File: src/common/cflt_params.svh
`ifndef CFLT_PARAMS_SVH
`define CFLT_PARAMS_SVH
// Summary of operation
// Two-bit field picks what the log stores.
// Low enable bits arm undervoltage inputs 1-8.
// Second register bits 0-3 arm undervoltage 9-12.
// Second register bits 4-6 arm overvoltage 1-3.
// Third register bits 0-3 arm overvoltage 5-8.
// Third register bit 4 arms overvoltage 9.
// Bit 6 is input 7; bit 7 overvoltage 4.
// Enabled fault kills supplies, starts log transfer.
// Stored log locks; writing unlock bit reopens.

// Register offsets.
`define CFLT_OFS_CONTENT   8'h47
`define CFLT_OFS_UV_LOW    8'h48
`define CFLT_OFS_UV_HI_OV  8'h49
`define CFLT_OFS_OV_MID    8'h4a
`define CFLT_OFS_UNLOCK    8'h5d

// Field positions.
`define CFLT_CONTENT_MSB   1
`define CFLT_UNLOCK_BIT    1
`define CFLT_UV_HI_MSB     3
`define CFLT_OV_LO_LSB     4
`define CFLT_OV_MID_MSB    4

// Reset values of the configuration registers.
`define CFLT_RST_CONTENT   8'h03
`define CFLT_RST_ENABLE    8'h00
`endif

File: src/common/cflt_pkg.sv
package cflt_pkg;

  typedef enum logic [1:0]
  {
    CFLT_STORE_BOTH  = 2'h0,
    CFLT_STORE_FLAGS = 2'h1,
    CFLT_STORE_ADC   = 2'h2,
    CFLT_STORE_NONE  = 2'h3
  } cflt_content_t;

  typedef enum logic [1:0]
  {
    CFLT_IDLE,
    CFLT_LOGGING,
    CFLT_LOCKED
  } cflt_state_t;

endpackage : cflt_pkg

File: src/design/cflt_core.sv
`timescale 1ns/100ps
`include "cflt_params.svh"

module cflt_core
  import cflt_pkg::*;
(
  // Clock and reset
  input  wire logic        sys_clk,
  input  wire logic        reset,
  input  wire logic        clk_en,
  // Variant strap: high on the twelve-channel part
  input  wire logic        twelve_ch,
  // Management register port
  input  wire logic [7:0]  reg_addr,
  input  wire logic [7:0]  reg_wdata,
  input  wire logic        reg_wr,
  input  wire logic        reg_rd,
  output logic      [7:0]  reg_rdata,
  output logic             reg_rvalid,
  // Deglitched fault levels, bit n is monitored_input n+1
  input  wire logic [11:0] uv_fault,
  input  wire logic [11:0] ov_fault,
  // Nonvolatile log writer
  input  wire logic        log_done,
  output logic             log_start,
  output logic             log_store_flags,
  output logic             log_store_adc,
  output logic      [11:0] log_flags,
  // Status and supply control
  output logic             supply_off,
  output logic             log_locked
);

  // Configuration registers.
  logic [7:0]  content_reg;
  logic [7:0]  content_next;
  logic [7:0]  uv_low_reg;
  logic [7:0]  uv_low_next;
  logic [7:0]  uv_hi_ov_reg;
  logic [7:0]  uv_hi_ov_next;
  logic [7:0]  ov_mid_reg;
  logic [7:0]  ov_mid_next;
  logic [7:0]  rdata_reg;
  logic [7:0]  rdata_next;
  logic        rvalid_reg;
  logic        rvalid_next;

  // Logger state.
  cflt_state_t state_reg;
  cflt_state_t state_next;
  logic        start_reg;
  logic        start_next;
  logic        sflags_reg;
  logic        sflags_next;
  logic        sadc_reg;
  logic        sadc_next;
  logic [11:0] flags_reg;
  logic [11:0] flags_next;
  logic        off_reg;
  logic        off_next;
  logic        locked_reg;
  logic        locked_next;

  logic [11:0] uv_en;
  logic [11:0] ov_en;
  logic [11:0] uv_hit;
  logic [11:0] ov_hit;
  logic        critical;
  logic        unlock_wr;
  logic        wr_ok;

  function automatic logic [7:0] read_mux(input logic [7:0] a);
    case (a)
      `CFLT_OFS_CONTENT:  read_mux = {6'h00, content_reg[1:0]};
      `CFLT_OFS_UV_LOW:   read_mux = uv_low_reg;
      `CFLT_OFS_UV_HI_OV: read_mux = uv_hi_ov_reg;
      `CFLT_OFS_OV_MID:   read_mux = {3'h0, ov_mid_reg[4:0]};
      `CFLT_OFS_UNLOCK:   read_mux = {6'h00, log_locked, 1'b0};
      default:            read_mux = 8'h00;
    endcase
  endfunction : read_mux

  // Enable maps. Channels beyond the eight-channel part stay idle unless
  // the strap says the inputs exist, so a floating input cannot log.
  always_comb
  begin
    uv_en        = 12'h000;
    ov_en        = 12'h000;
    uv_en[7:0]   = uv_low_reg;
    uv_en[11:8]  = uv_hi_ov_reg[`CFLT_UV_HI_MSB:0] & {4{twelve_ch}};
    ov_en[3:0]   = uv_hi_ov_reg[7:`CFLT_OV_LO_LSB];
    ov_en[7:4]   = ov_mid_reg[3:0];
    ov_en[8]     = ov_mid_reg[`CFLT_OV_MID_MSB] & twelve_ch;
    uv_hit       = uv_fault & uv_en;
    ov_hit       = ov_fault & ov_en;
    critical     = |{uv_hit, ov_hit};
  end

  // Register port.
  always_comb
  begin
    wr_ok         = reg_wr & clk_en;
    content_next  = content_reg;
    uv_low_next   = uv_low_reg;
    uv_hi_ov_next = uv_hi_ov_reg;
    ov_mid_next   = ov_mid_reg;
    unlock_wr     = 1'b0;
    rdata_next    = rdata_reg;
    rvalid_next   = 1'b0;
    if (wr_ok)
    begin
      case (reg_addr)
        `CFLT_OFS_CONTENT:  content_next  = {6'h00, reg_wdata[1:0]};
        `CFLT_OFS_UV_LOW:   uv_low_next   = reg_wdata;
        `CFLT_OFS_UV_HI_OV: uv_hi_ov_next = reg_wdata;
        `CFLT_OFS_OV_MID:   ov_mid_next   = {3'h0, reg_wdata[4:0]};
        `CFLT_OFS_UNLOCK:   unlock_wr = reg_wdata[`CFLT_UNLOCK_BIT];
        default:            unlock_wr = 1'b0;
      endcase
    end
    if (reg_rd)
    begin
      rdata_next  = read_mux(reg_addr);
      rvalid_next = 1'b1;
    end
  end

  always_ff @(posedge sys_clk)
  begin
    if (reset)
    begin
      content_reg  <= `CFLT_RST_CONTENT;
      uv_low_reg   <= `CFLT_RST_ENABLE;
      uv_hi_ov_reg <= `CFLT_RST_ENABLE;
      ov_mid_reg   <= `CFLT_RST_ENABLE;
      rdata_reg    <= 8'h00;
      rvalid_reg   <= 1'b0;
    end
    else if (clk_en)
    begin
      content_reg  <= content_next;
      uv_low_reg   <= uv_low_next;
      uv_hi_ov_reg <= uv_hi_ov_next;
      ov_mid_reg   <= ov_mid_next;
      rdata_reg    <= rdata_next;
      rvalid_reg   <= rvalid_next;
    end
  end

  // Logger sequence. Supplies go off on any enabled fault even while the
  // log is locked; only the transfer is withheld, so old data survives.
  always_comb
  begin
    state_next  = state_reg;
    start_next  = 1'b0;
    sflags_next = sflags_reg;
    sadc_next   = sadc_reg;
    flags_next  = flags_reg;
    off_next    = off_reg;
    if (critical)
    begin
      off_next = 1'b1;
    end
    case (state_reg)
      CFLT_IDLE:
      begin
        if (critical && content_reg[1:0] != CFLT_STORE_NONE)
        begin
          state_next  = CFLT_LOGGING;
          start_next  = 1'b1;
          flags_next  = uv_hit | ov_hit;
          sflags_next = (content_reg[1:0] == CFLT_STORE_BOTH) ||
                        (content_reg[1:0] == CFLT_STORE_FLAGS);
          sadc_next   = (content_reg[1:0] == CFLT_STORE_BOTH) ||
                        (content_reg[1:0] == CFLT_STORE_ADC);
        end
        else if (unlock_wr && !critical)
        begin
          off_next = 1'b0;
        end
      end
      CFLT_LOGGING:
      begin
        if (log_done)
        begin
          state_next = CFLT_LOCKED;
        end
      end
      CFLT_LOCKED:
      begin
        if (unlock_wr)
        begin
          state_next = CFLT_IDLE;
          off_next   = critical;
        end
      end
      default:
      begin
        state_next = CFLT_IDLE;
      end
    endcase
    // The lock pin is taken from its own flip-flop, not decoded from state.
    locked_next = (state_next == CFLT_LOCKED);
  end

  always_ff @(posedge sys_clk)
  begin
    if (reset)
    begin
      state_reg  <= CFLT_IDLE;
      start_reg  <= 1'b0;
      sflags_reg <= 1'b0;
      sadc_reg   <= 1'b0;
      flags_reg  <= 12'h000;
      off_reg    <= 1'b0;
      locked_reg <= 1'b0;
    end
    else if (clk_en)
    begin
      state_reg  <= state_next;
      start_reg  <= start_next;
      sflags_reg <= sflags_next;
      sadc_reg   <= sadc_next;
      flags_reg  <= flags_next;
      off_reg    <= off_next;
      locked_reg <= locked_next;
    end
  end

  always_comb
  begin
    reg_rdata       = rdata_reg;
    reg_rvalid      = rvalid_reg;
    log_start       = start_reg;
    log_store_flags = sflags_reg;
    log_store_adc   = sadc_reg;
    log_flags       = flags_reg;
    supply_off      = off_reg;
    log_locked      = locked_reg;
  end

endmodule : cflt_core

File: config.mk
export PLATFORM = sky130hd
export DESIGN_NAME = cflt_core
export DESIGN_NICKNAME = d
export VERILOG_FILES = /design/src/common/cflt_pkg.sv /design/src/design/cflt_core.sv
export VERILOG_INCLUDE_DIRS = /design/src /design/src/common
export SDC_FILE = /design/constraint.sdc
export NUM_CORES = 1
export LEC_CHECK = 0
export BUFFER_PORTS_ARGS = -buffer_cell sky130_fd_sc_hd__buf_2
export CORE_MARGIN = 8
export CORE_UTILIZATION = 54
export CTS_BUF_LIST = sky130_fd_sc_hd__clkbuf_4
export DETAILED_ROUTE_END_ITERATION = 8
export PLACE_DENSITY = 0.87
export SETUP_SLACK_MARGIN = 0.05
export SLEW_MARGIN = 20
export SYNTH_ARGS = -nofsm -noshare
export SYNTH_HDL_FRONTEND = slang
export SYNTH_SLANG_ARGS = --single-unit
export TNS_END_PERCENT = 5
File: constraint.sdc
create_clock -name sys_clk -period 3.1 [get_ports sys_clk]
set_input_delay 0.31 -clock sys_clk [delete_from_list [all_inputs] [get_ports sys_clk]]
set_output_delay 0.31 -clock sys_clk [all_outputs]
set_load 0.05 [all_outputs]
==> Implementation_results.wiki, run 1 <==
{| class="wikitable"
! Metric !! Value
|-
| Run status || complete, no violations
|-
| Initial Util || 56.3%
|-
| Number of cells on the worst hold path || 3
|-
| Mapped Nets || 287
|-
| Leading post-synthesis cells by cell area || sky130_fd_sc_hd__dfxtp_1 45%, sky130_fd_sc_hd__mux2i_1 12%, sky130_fd_sc_hd__nor2_1 4.6%
|-
| Standard-cell row count || 23
|-
| Leakage power total || 1.20 nW
|-
| Biggest cell delay along the critical path || 0.67 ns
|-
| Kind of launch point of the worst setup path || register
|-
| Largest area contributor in the synthesized netlist || sky130_fd_sc_hd__dfxtp_1
|-
| Final period util || 67.2%
|-
| Worst-path cell with the longest stage delay || sky130_fd_sc_hd__o41ai_4
|-
| Setup violators final || 0
|-
| Sum of negative setup slack || 0 ns
|-
| Layout cell share with drive strength beyond 1 || 30.7%
|-
| Worst slew pin tran || 0.757 ns
|-
| H-Tree Level Count || 2
|-
| Final nets || 355
|-
| Post-DP HPWL || 4630 µm
|-
| Clock power frac || 28.7%
|-
| Die height || 80.8 µm
|-
| Data arrival, critical path || 2.39 ns
|-
| Final core area utilization || 67.2%
|-
| Share of total power consumed by net switching || 25.3%
|-
| Post-Syn Instances || 240
|-
| RSZ-0062 raised after global routing || no
|-
| Area of the mapped netlist || 2270 µm²
|-
| Cells on worst reg2reg path || 5
|-
| Area overhead of the layout relative to synthesis || 19.3%
|-
| Area of the core || 4030 µm²
|-
| Maximum number of buffers from clock root to sink || 2
|-
| Routed via count divided by cell count || 5.92
|-
| Area of the die || 6530 µm²
|-
| Initial antenna violation count || 0
|-
| Leading cell type in the layout, fill and taps excluded || sky130_fd_sc_hd__buf_2
|-
| Total power divided by cell area || 390 nW/µm²
|-
| Warnings, synthesis || 0
|-
| Worst VDD drop || 0.281 mV
|-
| Number of violations reported at the end of detailed-routing iteration 0 || 112
|-
| Shortest clock period the worst path allows after layout || 2.08 ns
|-
| Net switching power figure || 0.267 mW
|-
| Overall global routing resource usage || 18.8%
|-
| Fmax || 0.480 GHz
|-
| Hold-fix buffers at CTS || 0
|-
| Required time at the worst-slack endpoint || 3.40 ns
|-
| Synth cell types || 41
|-
| Total CTS buffers || 5
|-
| Number of port buffers || 69
|-
| Overflow left after global routing || 0
|-
| Internal reg-to-reg setup slack || 1.02 ns
|-
| DR pass1 iterations || 5
|-
| Cell Chain, Critical Path || a22oi_1 -> nand2_1 -> o41ai_4 -> nor2_4 -> a211oi_1
|-
| Total Power Consumption || 1.06 mW
|-
| Number of max-capacitance violations reported || 0
|-
| Most frequent cells in the layout || 69 x sky130_fd_sc_hd__buf_2, 51 x sky130_fd_sc_hd__dfxtp_1, 28 x sky130_fd_sc_hd__nor2_1, 28 x sky130_fd_sc_hd__mux2i_1
|-
| Resize count post-CTS || 0
|-
| Largest net degree at the start of global routing || 49
|-
| Clk pin slew, worst setup/hold paths || 0.14 ns
|-
| Non-filler cells, final || 359
|-
| Largest register FFs || 12
|-
| First-pass GRT wire length || 9740 µm
|-
| Syn_area_per_cell || 9.46 µm²
|-
| Post-CTS setup buffers || 0
|-
| Die X || 80.8 µm
|-
| Clock tree from TritonCTS || done
|-
| Smallest hold slack || 0.176 ns
|-
| Worst Hold Class || in2reg
|-
| Internal power || 0.790 mW
|-
| Sequential cell area fraction in the yosys report || 45.0%
|-
| Comb power frac || 8.6%
|-
| Final estimated routing congestion in global placement || 0.866
|-
| Number of global-route vias before repair || 2102
|-
| Kind of end point of the critical path || register
|-
| Final clock skew || 0.0228 ns
|-
| Worst slew margin relative to its limit || 49.2%
|-
| Number of nets with antenna violations after routing || 0
|-
| Critical-path maximum fanout || 8
|-
| Inserted Diodes || 0
|-
| Register share of total power || 62.7%
|-
| Synthesized flop and latch total || 51
|-
| IO Count || 73
|-
| Clock root buffer master || sky130_fd_sc_hd__clkbuf_4
|-
| Routed wire length || 5970 µm
|-
| DRC errors left || 0
|-
| Sinks on the clock net || 51
|-
| Drt wl/cell || 16.6 µm
|-
| Pins Over Slew Limit || 0
|-
| Skew-Pair Late Insertion Delay || 0.38 ns
|-
| Share of Yosys cell area claimed by the top area cell type || 45.0%
|-
| Count of final hold-check violations || 0
|-
| Cell count after placement || 351
|-
| Total via count in the routed design || 2126
|-
| Category of the critical setup timing path || reg2reg
|}
[final cells by class]
class | count | area (µm²)
clock buffer | 6 | 45.0
tap | 50 | 62.6
multi-input combinational | 177 | 1200
inverter | 2 | 7.51
sequential | 51 | 1020
clock inverter | 2 | 12.5
fill | 351 | 1320
timing repair buffer | 71 | 360
[worst paths after layout]
path                               from                          to
max          uv_low_reg[7]$_SDFFE_PP0P_   log_flags[6]$_SDFFE_PP0P_
min                        reg_wdata[7]  uv_low_reg[7]$_SDFFE_PP0P_
max reg2reg  uv_low_reg[7]$_SDFFE_PP0P_   log_flags[6]$_SDFFE_PP0P_
min reg2reg   reg_rdata[5]$_SDFFE_PP0P_   reg_rdata[5]$_SDFFE_PP0P_
[stage by stage]
| stage | setup WS [ns] | instance area (µm²) |
|---|---|---|
| 6_report | 1.02 | 2710 |
| 5_1_grt | 0.905 | 2710 |
| 4_1_cts | 1.07 | 2710 |
| 3_5_place_dp | 1.02 | 2650 |
| 3_3_place_gp | 1.03 | 2650 |
| 2_1_floorplan | 1.39 | 2270 |
[Yosys cell counts]
cell type                  count
sky130_fd_sc_hd__a211o_1       1
sky130_fd_sc_hd__a211oi_1     11
sky130_fd_sc_hd__a21oi_1      17
sky130_fd_sc_hd__a221oi_1      1
sky130_fd_sc_hd__a22o_1        1
sky130_fd_sc_hd__a22o_2        1
sky130_fd_sc_hd__a22oi_1      11
sky130_fd_sc_hd__a311oi_1      1
sky130_fd_sc_hd__a31o_2        4
sky130_fd_sc_hd__a31oi_1       1
sky130_fd_sc_hd__and2_1        1
sky130_fd_sc_hd__and3_1        2
sky130_fd_sc_hd__and3_2        1
sky130_fd_sc_hd__and4b_1       1
sky130_fd_sc_hd__buf_2         3
sky130_fd_sc_hd__clkbuf_1      7
sky130_fd_sc_hd__dfxtp_1      51
sky130_fd_sc_hd__inv_1         2
sky130_fd_sc_hd__mux2_2        3
sky130_fd_sc_hd__mux2i_1      28
sky130_fd_sc_hd__nand2_1      17
sky130_fd_sc_hd__nand2b_1      2
sky130_fd_sc_hd__nand3_1      10
sky130_fd_sc_hd__nand3b_1      3
sky130_fd_sc_hd__nand4_1       3
sky130_fd_sc_hd__nand4_2       1
sky130_fd_sc_hd__nand4b_1      1
sky130_fd_sc_hd__nor2_1       28
sky130_fd_sc_hd__nor2_4        1
sky130_fd_sc_hd__nor2b_1       1
sky130_fd_sc_hd__nor3_1        3
sky130_fd_sc_hd__nor3b_1       2
sky130_fd_sc_hd__nor4_1        3
sky130_fd_sc_hd__nor4_4        1
sky130_fd_sc_hd__o21a_1        2
sky130_fd_sc_hd__o21a_4        1
sky130_fd_sc_hd__o21ai_0       9
sky130_fd_sc_hd__o41a_2        1
sky130_fd_sc_hd__o41ai_4       1
sky130_fd_sc_hd__or3b_2        1
sky130_fd_sc_hd__or4_1         1
[critical path: cells and delay by family (launching register included)]
| kind | cells | cell delay [ns] |
|---|---|---|
| AOI/OAI and AO/OA | 3 | 1.31 |
| DFF | 1 | 0.35 |
| and+or+nand+nor | 2 | 0.35 |
[power groups by stage]
stage / Combinational [mW] / Sequential, mW / Clock [mW]
global route: 0.0983 / 0.664 / 0.341
floorplan: 0.0341 / 0.687 / 0
detailed placement: 0.0905 / 0.677 / 0
finish: 0.0909 / 0.663 / 0.304
global placement: 0.0896 / 0.677 / 0
CTS: 0.0907 / 0.663 / 0.309
[per-layer routing]
metal / up-vias / wire length [µm] / track usage [%]
li1: 1032 / - / -
met1: 1006 / 2570 / 22.2
met2: 79 / 2890 / 32.2
met3: 9 / 413 / 4.53
met4: 0 / 98 / 6.96
met5: - / 0 / 0
[cells by family after synthesis]
kind of cell    after synthesis  synth area share, %
compound gates               63                 19.9
buf+inv                      12                 2.15
flops                        51                 45.0
mux                          31                 13.8
simple gates                 83                 19.1
Note: power is estimated with default switching activity, not from simulation.
==> run 2, diff against run 1 <==
- CORE_UTILIZATION: 54 -> 52
- PLACE_DENSITY: 0.87 -> 0.84
- clock period: 3.1 -> 2.2 ns (I/O delays scaled with it)
==> run 2 against run 1 <==
- via count is 0.24% lower
- clock power is 34% higher
- largest cell class unchanged
- critical path type unchanged
- flip-flop and latch count stayed put
- non-clock buffer count is 2 higher
- sequential power is 41% higher
- largest power group unchanged
- critical path depth stayed put
- global-route usage is 0.79 points lower
- sequential share of layout area is 0.17 points lower
==> Implementation_results.wiki, run 2 (synthesis gave the netlist of run 1 again) <==
{| class="wikitable"
! Metric !! Value
|-
| Final clock skew || 0.0108 ns
|-
| H-Tree Level Count || 2
|-
| Clk pin slew, worst setup/hold paths || 0.14 ns
|-
| Routed wire length || 6080 µm
|-
| Category of the critical setup timing path || reg2reg
|-
| Biggest cell delay along the critical path || 0.61 ns
|-
| Leakage power total || 1.21 nW
|-
| Pins Over Slew Limit || 0
|-
| Number of violations reported at the end of detailed-routing iteration 0 || 120
|-
| Setup violators final || 0
|-
| Worst Hold Class || in2reg
|-
| Worst setup path startpoint || uv_low_reg[0]$_SDFFE_PP0P_
|-
| Uppermost metal layer occupied by signal nets || met4
|-
| Sum of negative setup slack || 0 ns
|-
| Smallest hold slack || 0.0968 ns
|-
| Required time at the worst-slack endpoint || 2.51 ns
|-
| Resize count post-CTS || 0
|-
| Standard-cell row count || 24
|-
| Met1 routed wirelength after detailed routing || 2520 µm
|-
| Kind of end point of the critical path || register
|-
| DR pass1 iterations || 4
|-
| Internal reg-to-reg setup slack || 0.24 ns
|-
| Capturing element of the worst setup path || log_flags[8]$_SDFFE_PP0P_
|-
| Maximum number of buffers from clock root to sink || 2
|-
| Start of the worst register-to-register path || uv_low_reg[0]$_SDFFE_PP0P_
|-
| Layout cell share with drive strength beyond 1 || 30.5%
|-
| Worst VDD drop || 0.285 mV
|-
| Final estimated routing congestion in global placement || 0.836
|-
| Area of the die || 6730 µm²
|-
| Number of nets with antenna violations after routing || 0
|-
| Number of global-route vias before repair || 2008
|-
| Area of the core || 4290 µm²
|-
| Run status || complete, no violations
|-
| Skew-Pair Late Insertion Delay || 0.36 ns
|-
| Data arrival, critical path || 2.27 ns
|-
| Hold-fix buffers at CTS || 0
|-
| Inserted Diodes || 0
|-
| Non-filler cells, final || 363
|-
| Clock root buffer master || sky130_fd_sc_hd__clkbuf_4
|-
| Cells on worst reg2reg path || 5
|-
| Cell count after placement || 354
|-
| DRC errors left || 0
|-
| Worst slew margin relative to its limit || 65.2%
|-
| Overflow left after global routing || 0
|-
| Final nets || 357
|-
| Shortest clock period the worst path allows after layout || 1.96 ns
|-
| IO Count || 73
|-
| Wire length on met3 || 542 µm
|-
| Worst slew pin tran || 0.519 ns
|-
| Clock tree from TritonCTS || done
|-
| First-pass GRT wire length || 9410 µm
|-
| RSZ-0062 raised after global routing || no
|-
| Total power divided by cell area || 540 nW/µm²
|-
| Most frequent cells in the layout || 69 x sky130_fd_sc_hd__buf_2, 51 x sky130_fd_sc_hd__dfxtp_1, 28 x sky130_fd_sc_hd__nor2_1, 28 x sky130_fd_sc_hd__mux2i_1
|-
| Routed via count divided by cell count || 5.84
|-
| Area overhead of the layout relative to synthesis || 19.9%
|-
| Leading cell type in the layout, fill and taps excluded || sky130_fd_sc_hd__buf_2
|-
| Number of max-capacitance violations reported || 0
|-
| Reg-to-reg critical path endpoint || log_flags[8]$_SDFFE_PP0P_
|-
| Die X || 82.1 µm
|-
| Final period util || 89.1%
|-
| Initial antenna violation count || 0
|-
| Die height || 82.1 µm
|-
| Overall global routing resource usage || 18.0%
|-
| Total via count in the routed design || 2121
|-
| Largest register FFs || 12
|-
| Count of final hold-check violations || 0
|-
| Fmax || 0.510 GHz
|-
| Cell Chain, Critical Path || a22oi_1 -> nand4_1 -> o41a_2 -> nand2_1 -> a31o_2
|-
| Total CTS buffers || 5
|-
| Post-DP HPWL || 4660 µm
|-
| Initial Util || 52.9%
|-
| Worst-path cell with the longest stage delay || sky130_fd_sc_hd__o41a_2
|-
| Drt wl/cell || 16.8 µm
|-
| Kind of launch point of the worst setup path || register
|-
| Number of port buffers || 69
|-
| Critical-path maximum fanout || 11
|-
| Routed met2 length || 2920 µm
|-
| Sinks on the clock net || 51
|-
| Largest net degree at the start of global routing || 32
|}
run 2: cell types whose count changed in the layout (fill, tap and decap cells not counted), sizes merged:
cell / delta
buf: +2
clkinvlp: -1
clkinv: +1
run 2: worst min-delay path by stage:
stage | start | end | slack [ns] | cells past startpoint
finish | reg_wdata[5] | uv_hi_ov_reg[5]$_SDFFE_PP0P_ | 0.1 | 3
global route | reg_wdata[7] | uv_low_reg[7]$_SDFFE_PP0P_ | 0.09 | 3
CTS | reg_wdata[7] | uv_hi_ov_reg[7]$_SDFFE_PP0P_ | 0.09 | 3
detailed placement | reg_rdata[5]$_SDFFE_PP0P_ | reg_rdata[5]$_SDFFE_PP0P_ | 0.45 | 2
global placement | reg_rdata[5]$_SDFFE_PP0P_ | reg_rdata[5]$_SDFFE_PP0P_ | 0.44 | 2
floorplan | reg_wdata[0] | content_reg[0]$_SDFFE_PP1P_ | 0.35 | 2
run 2: metrics by stage:
stage | setup WS, ns | total power [mW] | utilization [%] | instance area (µm²)
2_1_floorplan | 0.513 | 1.02 | - | 2270
3_3_place_gp | 0.285 | 1.08 | 62.0 | 2660
3_5_place_dp | 0.224 | 1.08 | 62.0 | 2660
4_1_cts | 0.197 | 1.47 | 63.2 | 2710
5_1_grt | 0.148 | 1.54 | 63.4 | 2720
6_report | 0.240 | 1.47 | 63.4 | 2720
run 2: metal layers:
metal	track usage (%)	up-vias
met5	0	-
met4	6.49	0
met3	4.60	8
met2	30.2	72
met1	21.7	1001
li1	-	1040
run 2: cell type report:
class	instances	area (µm²)
timing repair buffer	73	375
multi-input combinational	177	1200
tap	52	65.1
clock inverter	2	7.51
inverter	2	7.51
sequential	51	1020
clock buffer	6	45.0
fill	367	1570
run 2: repair_timing:
item                                    4_1_cts  5_1_grt
endpoints found under the hold margin         0        0
endpoints found under the setup margin        0        2
buffers inserted                              0        1
run 2: critical path: cells and delay by family, from the launching register on:
kind            cells  cell delay (ns)
flops               1             0.35
compound gates      3             1.11
simple gates        2             0.46
run 2: report_power, final:
part	leakage (nW)	internal, mW	switching, mW
logic	0.770	0.0477	0.0816
clock network	0.0307	0.131	0.275
registers	0.412	0.929	0.00433
